[src/rtl/rst_seq_pkg.sv]
package rst_seq_pkg;
    // ============================================================
    // Reset kinds
    typedef enum logic [2:0] {
        RK_NONE = 3'b000,
        RK_POR = 3'b001,
        RK_WARM = 3'b010,
        RK_MAX = 3'b011,
        RK_SYS = 3'b100
    } rst_kind_t;

    // ============================================================
    // Sequencer states
    typedef enum logic [1:0] {
        ST_IDLE = 2'b00,
        ST_HOLD = 2'b01,
        ST_BOOT = 2'b10
    } seq_state_t;

    // ============================================================
    // Widths and timing
    localparam int CFG_W = 6;
    localparam int MOD_W = 8;
    localparam int MOD_IDX_W = 3;
    localparam logic [CFG_W-1:0] CFG_RST_VAL = 6'h0d;
    localparam int CLK_MHZ = 40;
    localparam int SOFT_HOLD_NS = 200;
    localparam int SOFT_HOLD_CYC = (SOFT_HOLD_NS * CLK_MHZ + 999) / 1000;
    localparam logic [3:0] SOFT_HOLD_CNT = 4'(SOFT_HOLD_CYC);
    localparam logic [3:0] BOOT_PULSE_CNT = 4'h1;
endpackage : rst_seq_pkg

[src/rtl/chip_reset_sequencer.sv]
// Contract
// Both pins low gives full power-on reset
// Test reset high, global low: warm reset
// Watchdog or emulator command gives max reset
// System reset spares memory, emulation, clocks, power
// Software resets one chosen module alone
// Board holds global reset low long enough
// Config pins captured on global reset rise
// After power-on reset, defaults then boot
// After warm/max reset, emulation kept, boot starts
// Global reset active low; test reset resets debug port; code resets emulation only while global reset is also low
// System reset spares DDR, PLL, power, emulation
// Emulator may block watchdog max reset
// Resets assert async, release through two flops
module chip_reset_sequencer (
    input wire logic mclk_i,
    input wire logic arst_n_i,
    input wire logic global_reset_n_i,
    input wire logic test_port_reset_n_i,
    input wire logic watchdog_expiry_i,
    input wire logic emu_max_req_i,
    input wire logic emu_sys_req_i,
    input wire logic emu_block_wdt_i,
    input wire logic [rst_seq_pkg::CFG_W-1:0] cfg_pins_i,
    input wire logic sw_mod_rst_i,
    input wire logic [rst_seq_pkg::MOD_IDX_W-1:0] sw_mod_sel_i,
    output logic core_rst_n_o,
    output logic mem_rst_n_o,
    output logic emu_rst_n_o,
    output logic infra_rst_n_o,
    output logic [rst_seq_pkg::MOD_W-1:0] mod_rst_n_o,
    output logic [rst_seq_pkg::CFG_W-1:0] cfg_latched_o,
    output logic boot_start_o,
    output rst_seq_pkg::rst_kind_t last_kind_o
);
    import rst_seq_pkg::*;

    logic rst_n;
    logic gr_n_q;
    logic soft_max_q;
    logic soft_sys_q;
    logic [3:0] hold_q;
    logic [MOD_W-1:0] mod_req_q;
    logic core_req_n, mem_req_n, emu_req_n, infra_req_n;
    logic core_s_n, mem_s_n, emu_s_n, infra_s_n;
    logic [MOD_W-1:0] mod_s_n;
    logic pin_active, wdt_ok, soft_go, gr_rise;
    seq_state_t state_q;

    function automatic logic [MOD_W-1:0] onehot(input logic [MOD_IDX_W-1:0] idx);
        onehot = MOD_W'(1) << idx;
    endfunction : onehot

    rst_sync u_por_sync (
        .clk_i(mclk_i),
        .arst_n_i(arst_n_i),
        .rst_n_o(rst_n)
    );

    // ============================================================
    // Reset decode
    assign pin_active = !global_reset_n_i;
    assign wdt_ok = watchdog_expiry_i && !emu_block_wdt_i;
    assign soft_go = (wdt_ok || emu_max_req_i) && state_q == ST_IDLE && !pin_active;
    assign gr_rise = global_reset_n_i && !gr_n_q;

    always_ff @(posedge mclk_i or negedge rst_n) begin
        if (!rst_n) begin
            // Idle level, so no false rise after reset
            gr_n_q <= 1'b1;
        end else begin
            gr_n_q <= global_reset_n_i;
        end
    end

    // ============================================================
    // Software-triggered max and system holds
    always_ff @(posedge mclk_i or negedge rst_n) begin
        if (!rst_n) begin
            state_q <= ST_IDLE;
            hold_q <= 4'h0;
            soft_max_q <= 1'b0;
            soft_sys_q <= 1'b0;
        end else begin
            case (state_q)
                ST_IDLE: begin
                    if (soft_go) begin
                        state_q <= ST_HOLD;
                        soft_max_q <= 1'b1;
                        hold_q <= SOFT_HOLD_CNT;
                    end else if (emu_sys_req_i && !pin_active) begin
                        state_q <= ST_HOLD;
                        soft_sys_q <= 1'b1;
                        hold_q <= SOFT_HOLD_CNT;
                    end
                end
                ST_HOLD: begin
                    if (hold_q == 4'h1) begin
                        state_q <= ST_BOOT;
                        soft_max_q <= 1'b0;
                        soft_sys_q <= 1'b0;
                    end
                    hold_q <= hold_q - 4'h1;
                end
                ST_BOOT: begin
                    state_q <= ST_IDLE;
                end
                default: begin
                    state_q <= ST_IDLE;
                end
            endcase
        end
    end

    // ============================================================
    // Reset requests per domain
    assign core_req_n = !(pin_active || soft_max_q || soft_sys_q);
    assign mem_req_n = !(pin_active || soft_max_q);
    assign infra_req_n = !(pin_active || soft_max_q);
    assign emu_req_n = !(pin_active && !test_port_reset_n_i);

    always_ff @(posedge mclk_i or negedge rst_n) begin
        if (!rst_n) begin
            mod_req_q <= '0;
        end else begin
            mod_req_q <= sw_mod_rst_i ? onehot(sw_mod_sel_i) : '0;
        end
    end

    // ============================================================
    // Per-domain synchronisers
    rst_sync u_core (.clk_i(mclk_i), .arst_n_i(rst_n & core_req_n), .rst_n_o(core_s_n));
    rst_sync u_mem (.clk_i(mclk_i), .arst_n_i(rst_n & mem_req_n), .rst_n_o(mem_s_n));
    rst_sync u_emu (.clk_i(mclk_i), .arst_n_i(rst_n & emu_req_n), .rst_n_o(emu_s_n));
    rst_sync u_inf (.clk_i(mclk_i), .arst_n_i(rst_n & infra_req_n), .rst_n_o(infra_s_n));

    for (genvar g = 0; g < MOD_W; g++) begin : g_mod
        rst_sync u_m (.clk_i(mclk_i), .arst_n_i(rst_n & core_s_n & !mod_req_q[g]), .rst_n_o(mod_s_n[g]));
    end

    assign core_rst_n_o = core_s_n;
    assign mem_rst_n_o = mem_s_n;
    assign emu_rst_n_o = emu_s_n;
    assign infra_rst_n_o = infra_s_n;
    assign mod_rst_n_o = mod_s_n;

    // ============================================================
    // Config capture, kind and boot
    always_ff @(posedge mclk_i or negedge rst_n) begin
        if (!rst_n) begin
            cfg_latched_o <= CFG_RST_VAL;
        end else if (gr_rise || (soft_go)) begin
            cfg_latched_o <= cfg_pins_i;
        end
    end

    always_ff @(posedge mclk_i or negedge rst_n) begin
        if (!rst_n) begin
            last_kind_o <= RK_POR;
        end else if (pin_active) begin
            last_kind_o <= test_port_reset_n_i ? RK_WARM : RK_POR;
        end else if (soft_go) begin
            last_kind_o <= RK_MAX;
        end else if (state_q == ST_IDLE && emu_sys_req_i) begin
            last_kind_o <= RK_SYS;
        end
    end

    always_ff @(posedge mclk_i or negedge rst_n) begin
        if (!rst_n) begin
            boot_start_o <= 1'b0;
        end else begin
            boot_start_o <= 1'b0;
            if (gr_rise || (state_q == ST_BOOT && last_kind_o == RK_MAX)) begin
                boot_start_o <= 1'b1;
            end
        end
    end

    // ============================================================
    // Checks
    a_por_all_rst: assert property (@(posedge mclk_i) disable iff (!rst_n)
        !global_reset_n_i && !test_port_reset_n_i |=> !emu_rst_n_o && !mem_rst_n_o && !core_rst_n_o)
        else $error("por did not reset all");
    a_warm_keep_emu: assert property (@(posedge mclk_i) disable iff (!rst_n)
        !global_reset_n_i && test_port_reset_n_i && $past(emu_rst_n_o) |-> emu_rst_n_o)
        else $error("warm reset hit emulation");
    a_max_hold: assert property (@(posedge mclk_i) disable iff (!rst_n)
        soft_go |=> !core_rst_n_o && !mem_rst_n_o)
        else $error("max reset missing");
    a_max_kind: assert property (@(posedge mclk_i) disable iff (!rst_n)
        soft_go |=> last_kind_o == RK_MAX)
        else $error("max reset kind wrong");
    a_hold_len: assert property (@(posedge mclk_i) disable iff (!rst_n)
        $rose(soft_max_q) |-> soft_max_q[*8] ##1 !soft_max_q)
        else $error("max hold length wrong");
    a_sys_spare_mem: assert property (@(posedge mclk_i) disable iff (!rst_n)
        soft_sys_q && global_reset_n_i && $past(mem_rst_n_o && infra_rst_n_o) |-> mem_rst_n_o && infra_rst_n_o)
        else $error("system reset hit memory");
    a_mod_one: assert property (@(posedge mclk_i) disable iff (!rst_n)
        sw_mod_rst_i && core_rst_n_o |=> !mod_rst_n_o[$past(sw_mod_sel_i)])
        else $error("module reset select wrong");
    a_cfg_cap: assert property (@(posedge mclk_i) disable iff (!rst_n)
        gr_rise |=> cfg_latched_o == $past(cfg_pins_i))
        else $error("config not captured");
    a_boot_pulse: assert property (@(posedge mclk_i) disable iff (!rst_n)
        gr_rise |=> boot_start_o ##1 !boot_start_o)
        else $error("boot pulse wrong");
    a_max_keep_emu: assert property (@(posedge mclk_i) disable iff (!rst_n)
        soft_max_q && global_reset_n_i && $past(emu_rst_n_o) |-> emu_rst_n_o)
        else $error("max reset hit emulation");
    a_boot_max: assert property (@(posedge mclk_i) disable iff (!rst_n)
        $fell(soft_max_q) && last_kind_o == RK_MAX |=> boot_start_o)
        else $error("no boot after max reset");
    a_wdt_block: assert property (@(posedge mclk_i) disable iff (!rst_n)
        watchdog_expiry_i && emu_block_wdt_i && !emu_max_req_i && !emu_sys_req_i && core_rst_n_o
            |=> core_rst_n_o || !global_reset_n_i)
        else $error("blocked watchdog reset ran");
    a_sync_release: assert property (@(posedge mclk_i) disable iff (!rst_n)
        $rose(core_req_n) ##1 core_req_n [*2] |-> core_rst_n_o && !$past(core_rst_n_o) && !$past(core_rst_n_o, 2))
        else $error("core release not two stage");
    c_por: cover property (@(posedge mclk_i) !global_reset_n_i && !test_port_reset_n_i);
    c_warm: cover property (@(posedge mclk_i) !global_reset_n_i && test_port_reset_n_i);
    c_max: cover property (@(posedge mclk_i) soft_go);
    c_sys: cover property (@(posedge mclk_i) soft_sys_q);
    c_mod: cover property (@(posedge mclk_i) sw_mod_rst_i);
endmodule : chip_reset_sequencer

[src/rtl/rst_sync.sv]
module rst_sync (
    input wire logic clk_i,
    input wire logic arst_n_i,
    output logic rst_n_o
);
    logic meta_q;

    // ============================================================
    // Assert async, release after two edges
    always_ff @(posedge clk_i or negedge arst_n_i) begin
        if (!arst_n_i) begin
            meta_q <= 1'b0;
            rst_n_o <= 1'b0;
        end else begin
            meta_q <= 1'b1;
            rst_n_o <= meta_q;
        end
    end
endmodule : rst_sync

[config.mk]
export PLATFORM = sky130hd
export DESIGN_NAME = chip_reset_sequencer
export DESIGN_NICKNAME = d
export VERILOG_FILES = /design/src/rtl/rst_seq_pkg.sv /design/src/rtl/chip_reset_sequencer.sv /design/src/rtl/rst_sync.sv
export SDC_FILE = /design/constraint.sdc
export NUM_CORES = 1
export LEC_CHECK = 0
export ABC_AREA = 1
export BUFFER_PORTS_ARGS = -buffer_cell sky130_fd_sc_hd__buf_4
export CAP_MARGIN = 20
export CORE_MARGIN = 3
export CORE_UTILIZATION = 47
export DETAILED_ROUTE_END_ITERATION = 10
export GPL_ROUTABILITY_DRIVEN = 0
export HOLD_SLACK_MARGIN = 0.06
export PLACE_DENSITY_LB_ADDON = 0.25
export SYNTH_ARGS = -nofsm -noshare
export SYNTH_HDL_FRONTEND = slang
export SYNTH_HIERARCHICAL = 1
export SYNTH_SLANG_ARGS = --single-unit
[constraint.sdc]
create_clock -name mclk_i -period 2.84 [get_ports mclk_i]
set_clock_uncertainty 0.2 [all_clocks]
set_input_delay 0.142 -clock mclk_i [delete_from_list [all_inputs] [get_ports mclk_i]]
set_output_delay 0.142 -clock mclk_i [all_outputs]
set_load 0.02 [all_outputs]
==> results.md <==
- Core area: 0.00380 mm2
- Worst Path Max Fanout: 3
- H-tree levels: 2
- Status: finished clean
- Mapped Cells: 184
- Cell Int Power: 1.27 mW
- Post-route minimum period: 2080 ps
- Global-route wire length before repair: around 6.4 mm
- Slowest-stage cell, CP: dlygate4sd3_1
- CTS tree: yes
- Power per Cell Area: ~700 mW/mm2
- Crit path cell chain: dlygate4sd3_1 > buf_4 > nand2_1 > dlygate4sd3_1 > nor2_1 > dlygate4sd3_1
- Via density: around 4.5
- Max-cap violations: 0
- CP Data Arrival Time: between 2000 and 2500 ps
- Area after DPL: 0.00228 mm2
- Kind of critical path: in2reg
- Clock Power Share: 21.1%
- Final period utilization: 73.2%
- WL/cell: 11.4 um
- Max transition margin: slightly below 60%
- Initial Util: around half
- CP top delay family: buffers and inverters
- Filler cells: about 290
- Final Hold Viols: 0
- YS warnings: 6
- CTS Root Cell: clkbuf_8
- Yosys top cell by area: dfrtp_1
- Clk sink count: 53
- Buf/Inv on CP: 4
- Area delta synth->final: 37.1%
- P_leak: approximately 1.4 nW
- Setup TNS: 0 ps
- Highest clock rate: 481 MHz
- Iteration-0 DRC Markers: 76
- Sequential power share: 51.5%
- Die Height: ~70 um
- Syn avg cell area: 10.5 um2
- # port buffers: 39
- Routed wire length: around 3.5 mm
- Syn nets: between 200 and 250
- Die Area: just under 0.005 mm2
- I/O pin count: 40
- CP max stage delay: ~560 ps
- Pin count of the biggest net entering global routing: 18
- DRC violations left: 0
- Nets: 278
- Cts bufs inserted: 5
- Clk buf depth: 2
- Net Switching: 0.597 mW
- #FFs+latches synth: 53
- Worst hold margin: just under 60 ps
- Share of cells above drive strength 1: 22.0%
- Iteration count of the initial detailed-routing pass: 4
- Post-layout instance area: 0.00265 mm2
- Rows: 22
- Overall Global Routing Usage: between 15 and 20%
- Vias in the first global route: 1431
- Final setup vio count: 0
- Cts repair resizes: 0
- Worst-skew pair later-pin latency: just under 300 ps
- Post-Syn Area: roughly 0.0019 mm2
- RSZ-0062 raised after global routing: false
- Max VDD drop: just over 400 uV
- Seq/Total Area, Yosys: slightly below 70%
- CP Capture Type: register
- Top cell type's share of synthesized area: 62.2%
- Antenna violations before repair: 0
- Most used cell, CP: dlygate4sd3_1
- Synth top area cells: dfrtp_1, nand2_1, dfstp_2, nor2_1, nand3_1
- Startpoint class of the critical path: input port
- Post-DP HPWL: 2.40 mm
- Min-Delay Path Class: reg2async
- Antenna-violating nets left: 0
- Switching share of power: 32.0%
- Die Wd: 70.1 um
- Grt ovf: 0
- Slew Limit Fails: 0
- Ant diodes: 0
- Synth unique cells: 22
- DR vias: 1377
- Worst EP required: 2820 ps
- Worst Tran Pin Value: 620 ps
- Comb pwr share: 27.4%
- Clk slew on worst S/H paths: approximately 90 ps
## per-stage QoR
step,setup slack [ps],instances,power [mW],util (%)
2_1_floorplan,1310,184,1.30,-
3_3_place_gp,1380,271,1.45,60.0
3_5_place_dp,1320,271,1.46,60.0
4_1_cts,810,307,1.88,69.7
5_1_grt,730,307,2.00,69.7
6_report,760,307,1.87,69.7
## path summary, 6_finish.rpt
kind	slack (ps)	from	cells after the start	end
max reg2reg	1330	state_q[1]	6	hold_q[2]
min	60	u_por_sync/rst_n_o	0	mod_req_q[2]
min in group mclk_i	120	emu_max_req_i	6	soft_sys_q
min reg2reg	60	u_por_sync/rst_n_o	0	mod_req_q[2]
max	760	sw_mod_sel_i[0]	6	mod_req_q[7]
max in group asynchronous	1380	u_por_sync/rst_n_o	2	u_inf/rst_n_o
## synthesized netlist by cell type (all sizes together)
master / n
a21o: 1
dfrtp: 48
or2: 2
dfstp: 5
inv: 18
nand2: 47
nor3: 1
a21oi: 3
nand3: 14
conb: 13
ha: 2
buf: 1
o31ai: 1
o21ai: 4
nor2: 23
nor4: 1
## registers in the layout, summed over array words and instances (netlist names), 2 cells and up
name               flops
mod_req_q              8
last_kind_o            3
state_q                2
g_mod.u_m/meta_q       8
g_mod.u_m/rst_n_o      8
cfg_latched_o          6
hold_q                 4
## power by group through the flow
stage / sequential, mW / combinational [mW] / clock [mW]
finish: 0.960 / 0.511 / 0.394
global route: 0.978 / 0.587 / 0.437
detailed placement: 0.974 / 0.490 / 0
floorplan: 1.02 / 0.277 / 0
CTS: 0.961 / 0.516 / 0.405
global placement: 0.972 / 0.478 / 0
## metal layers
metal	vias to the layer above	share of wire, %	wire, um	GRT usage (%)
met5	-	0	0	0
met2	33	49	1710	25.4
met4	0	2.4	83	5.74
met1	649	44	1560	21.8
li1	685	-	-	-
met3	10	4.4	155	4.03
## layout make-up
class / count / area, um2 / area share [%]
flip-flops and latches: 53 / 1330 / 50.3
repair buffers: 68 / 581 / 21.9
multi-input cells: 112 / 519 / 19.6
clock buffers: 6 / 72.6 / 2.74
inverters: 18 / 67.6 / 2.55
well taps: 48 / 60.1 / 2.27
clock inverters: 2 / 15.0 / 0.567
## worst register-to-register path: stages (launching register included)
cell and delay, ps:
dfrtp_1 450, nor2_4 170, nand3_4 180, nand2_1 150
nand2_1 120, nand2_1 80, nand2_1 50
## cell usage in the layout (no fill, tap or decap)
master | Yosys | layout
dfrtp_1 | 48 | 48
nand2_1 | 46 | 46
buf_4 | 0 | 40
dlygate4sd3_1 | 0 | 28
nor2_1 | 21 | 21
inv_1 | 17 | 17
nand3_1 | 13 | 13
conb_1 | 13 | 13
dfstp_2 | 5 | 5
clkbuf_8 | 0 | 5
o21ai_0 | 4 | 4
a21oi_1 | 3 | 3
ha_1 | 2 | 2
clkinvlp_4 | 0 | 2
inv_2 | 1 | 1
nor4_1 | 1 | 1
nor3_1 | 1 | 1
or2_1 | 1 | 1
o31ai_1 | 1 | 1
nor2_4 | 1 | 1
nand3_4 | 1 | 1
nor2_2 | 1 | 1
a21o_1 | 1 | 1
or2_0 | 1 | 1
nand2_8 | 1 | 1
clkbuf_1 | 0 | 1
## cell families after synthesis
family	synth area share [%]
fa+ha+maj	1.30
buf+inv	4.08
compound gates	2.59
flops	69.0
simple gates	20.5
other cells	2.53
## what timing repair did
item,in CTS,in global routing
endpoints found under the setup margin,0,0
hold endpoints to repair,45,0
hold buffers,28,0
buffers inserted,0,0
No activity file was read; power rests on OpenSTA's default activity.
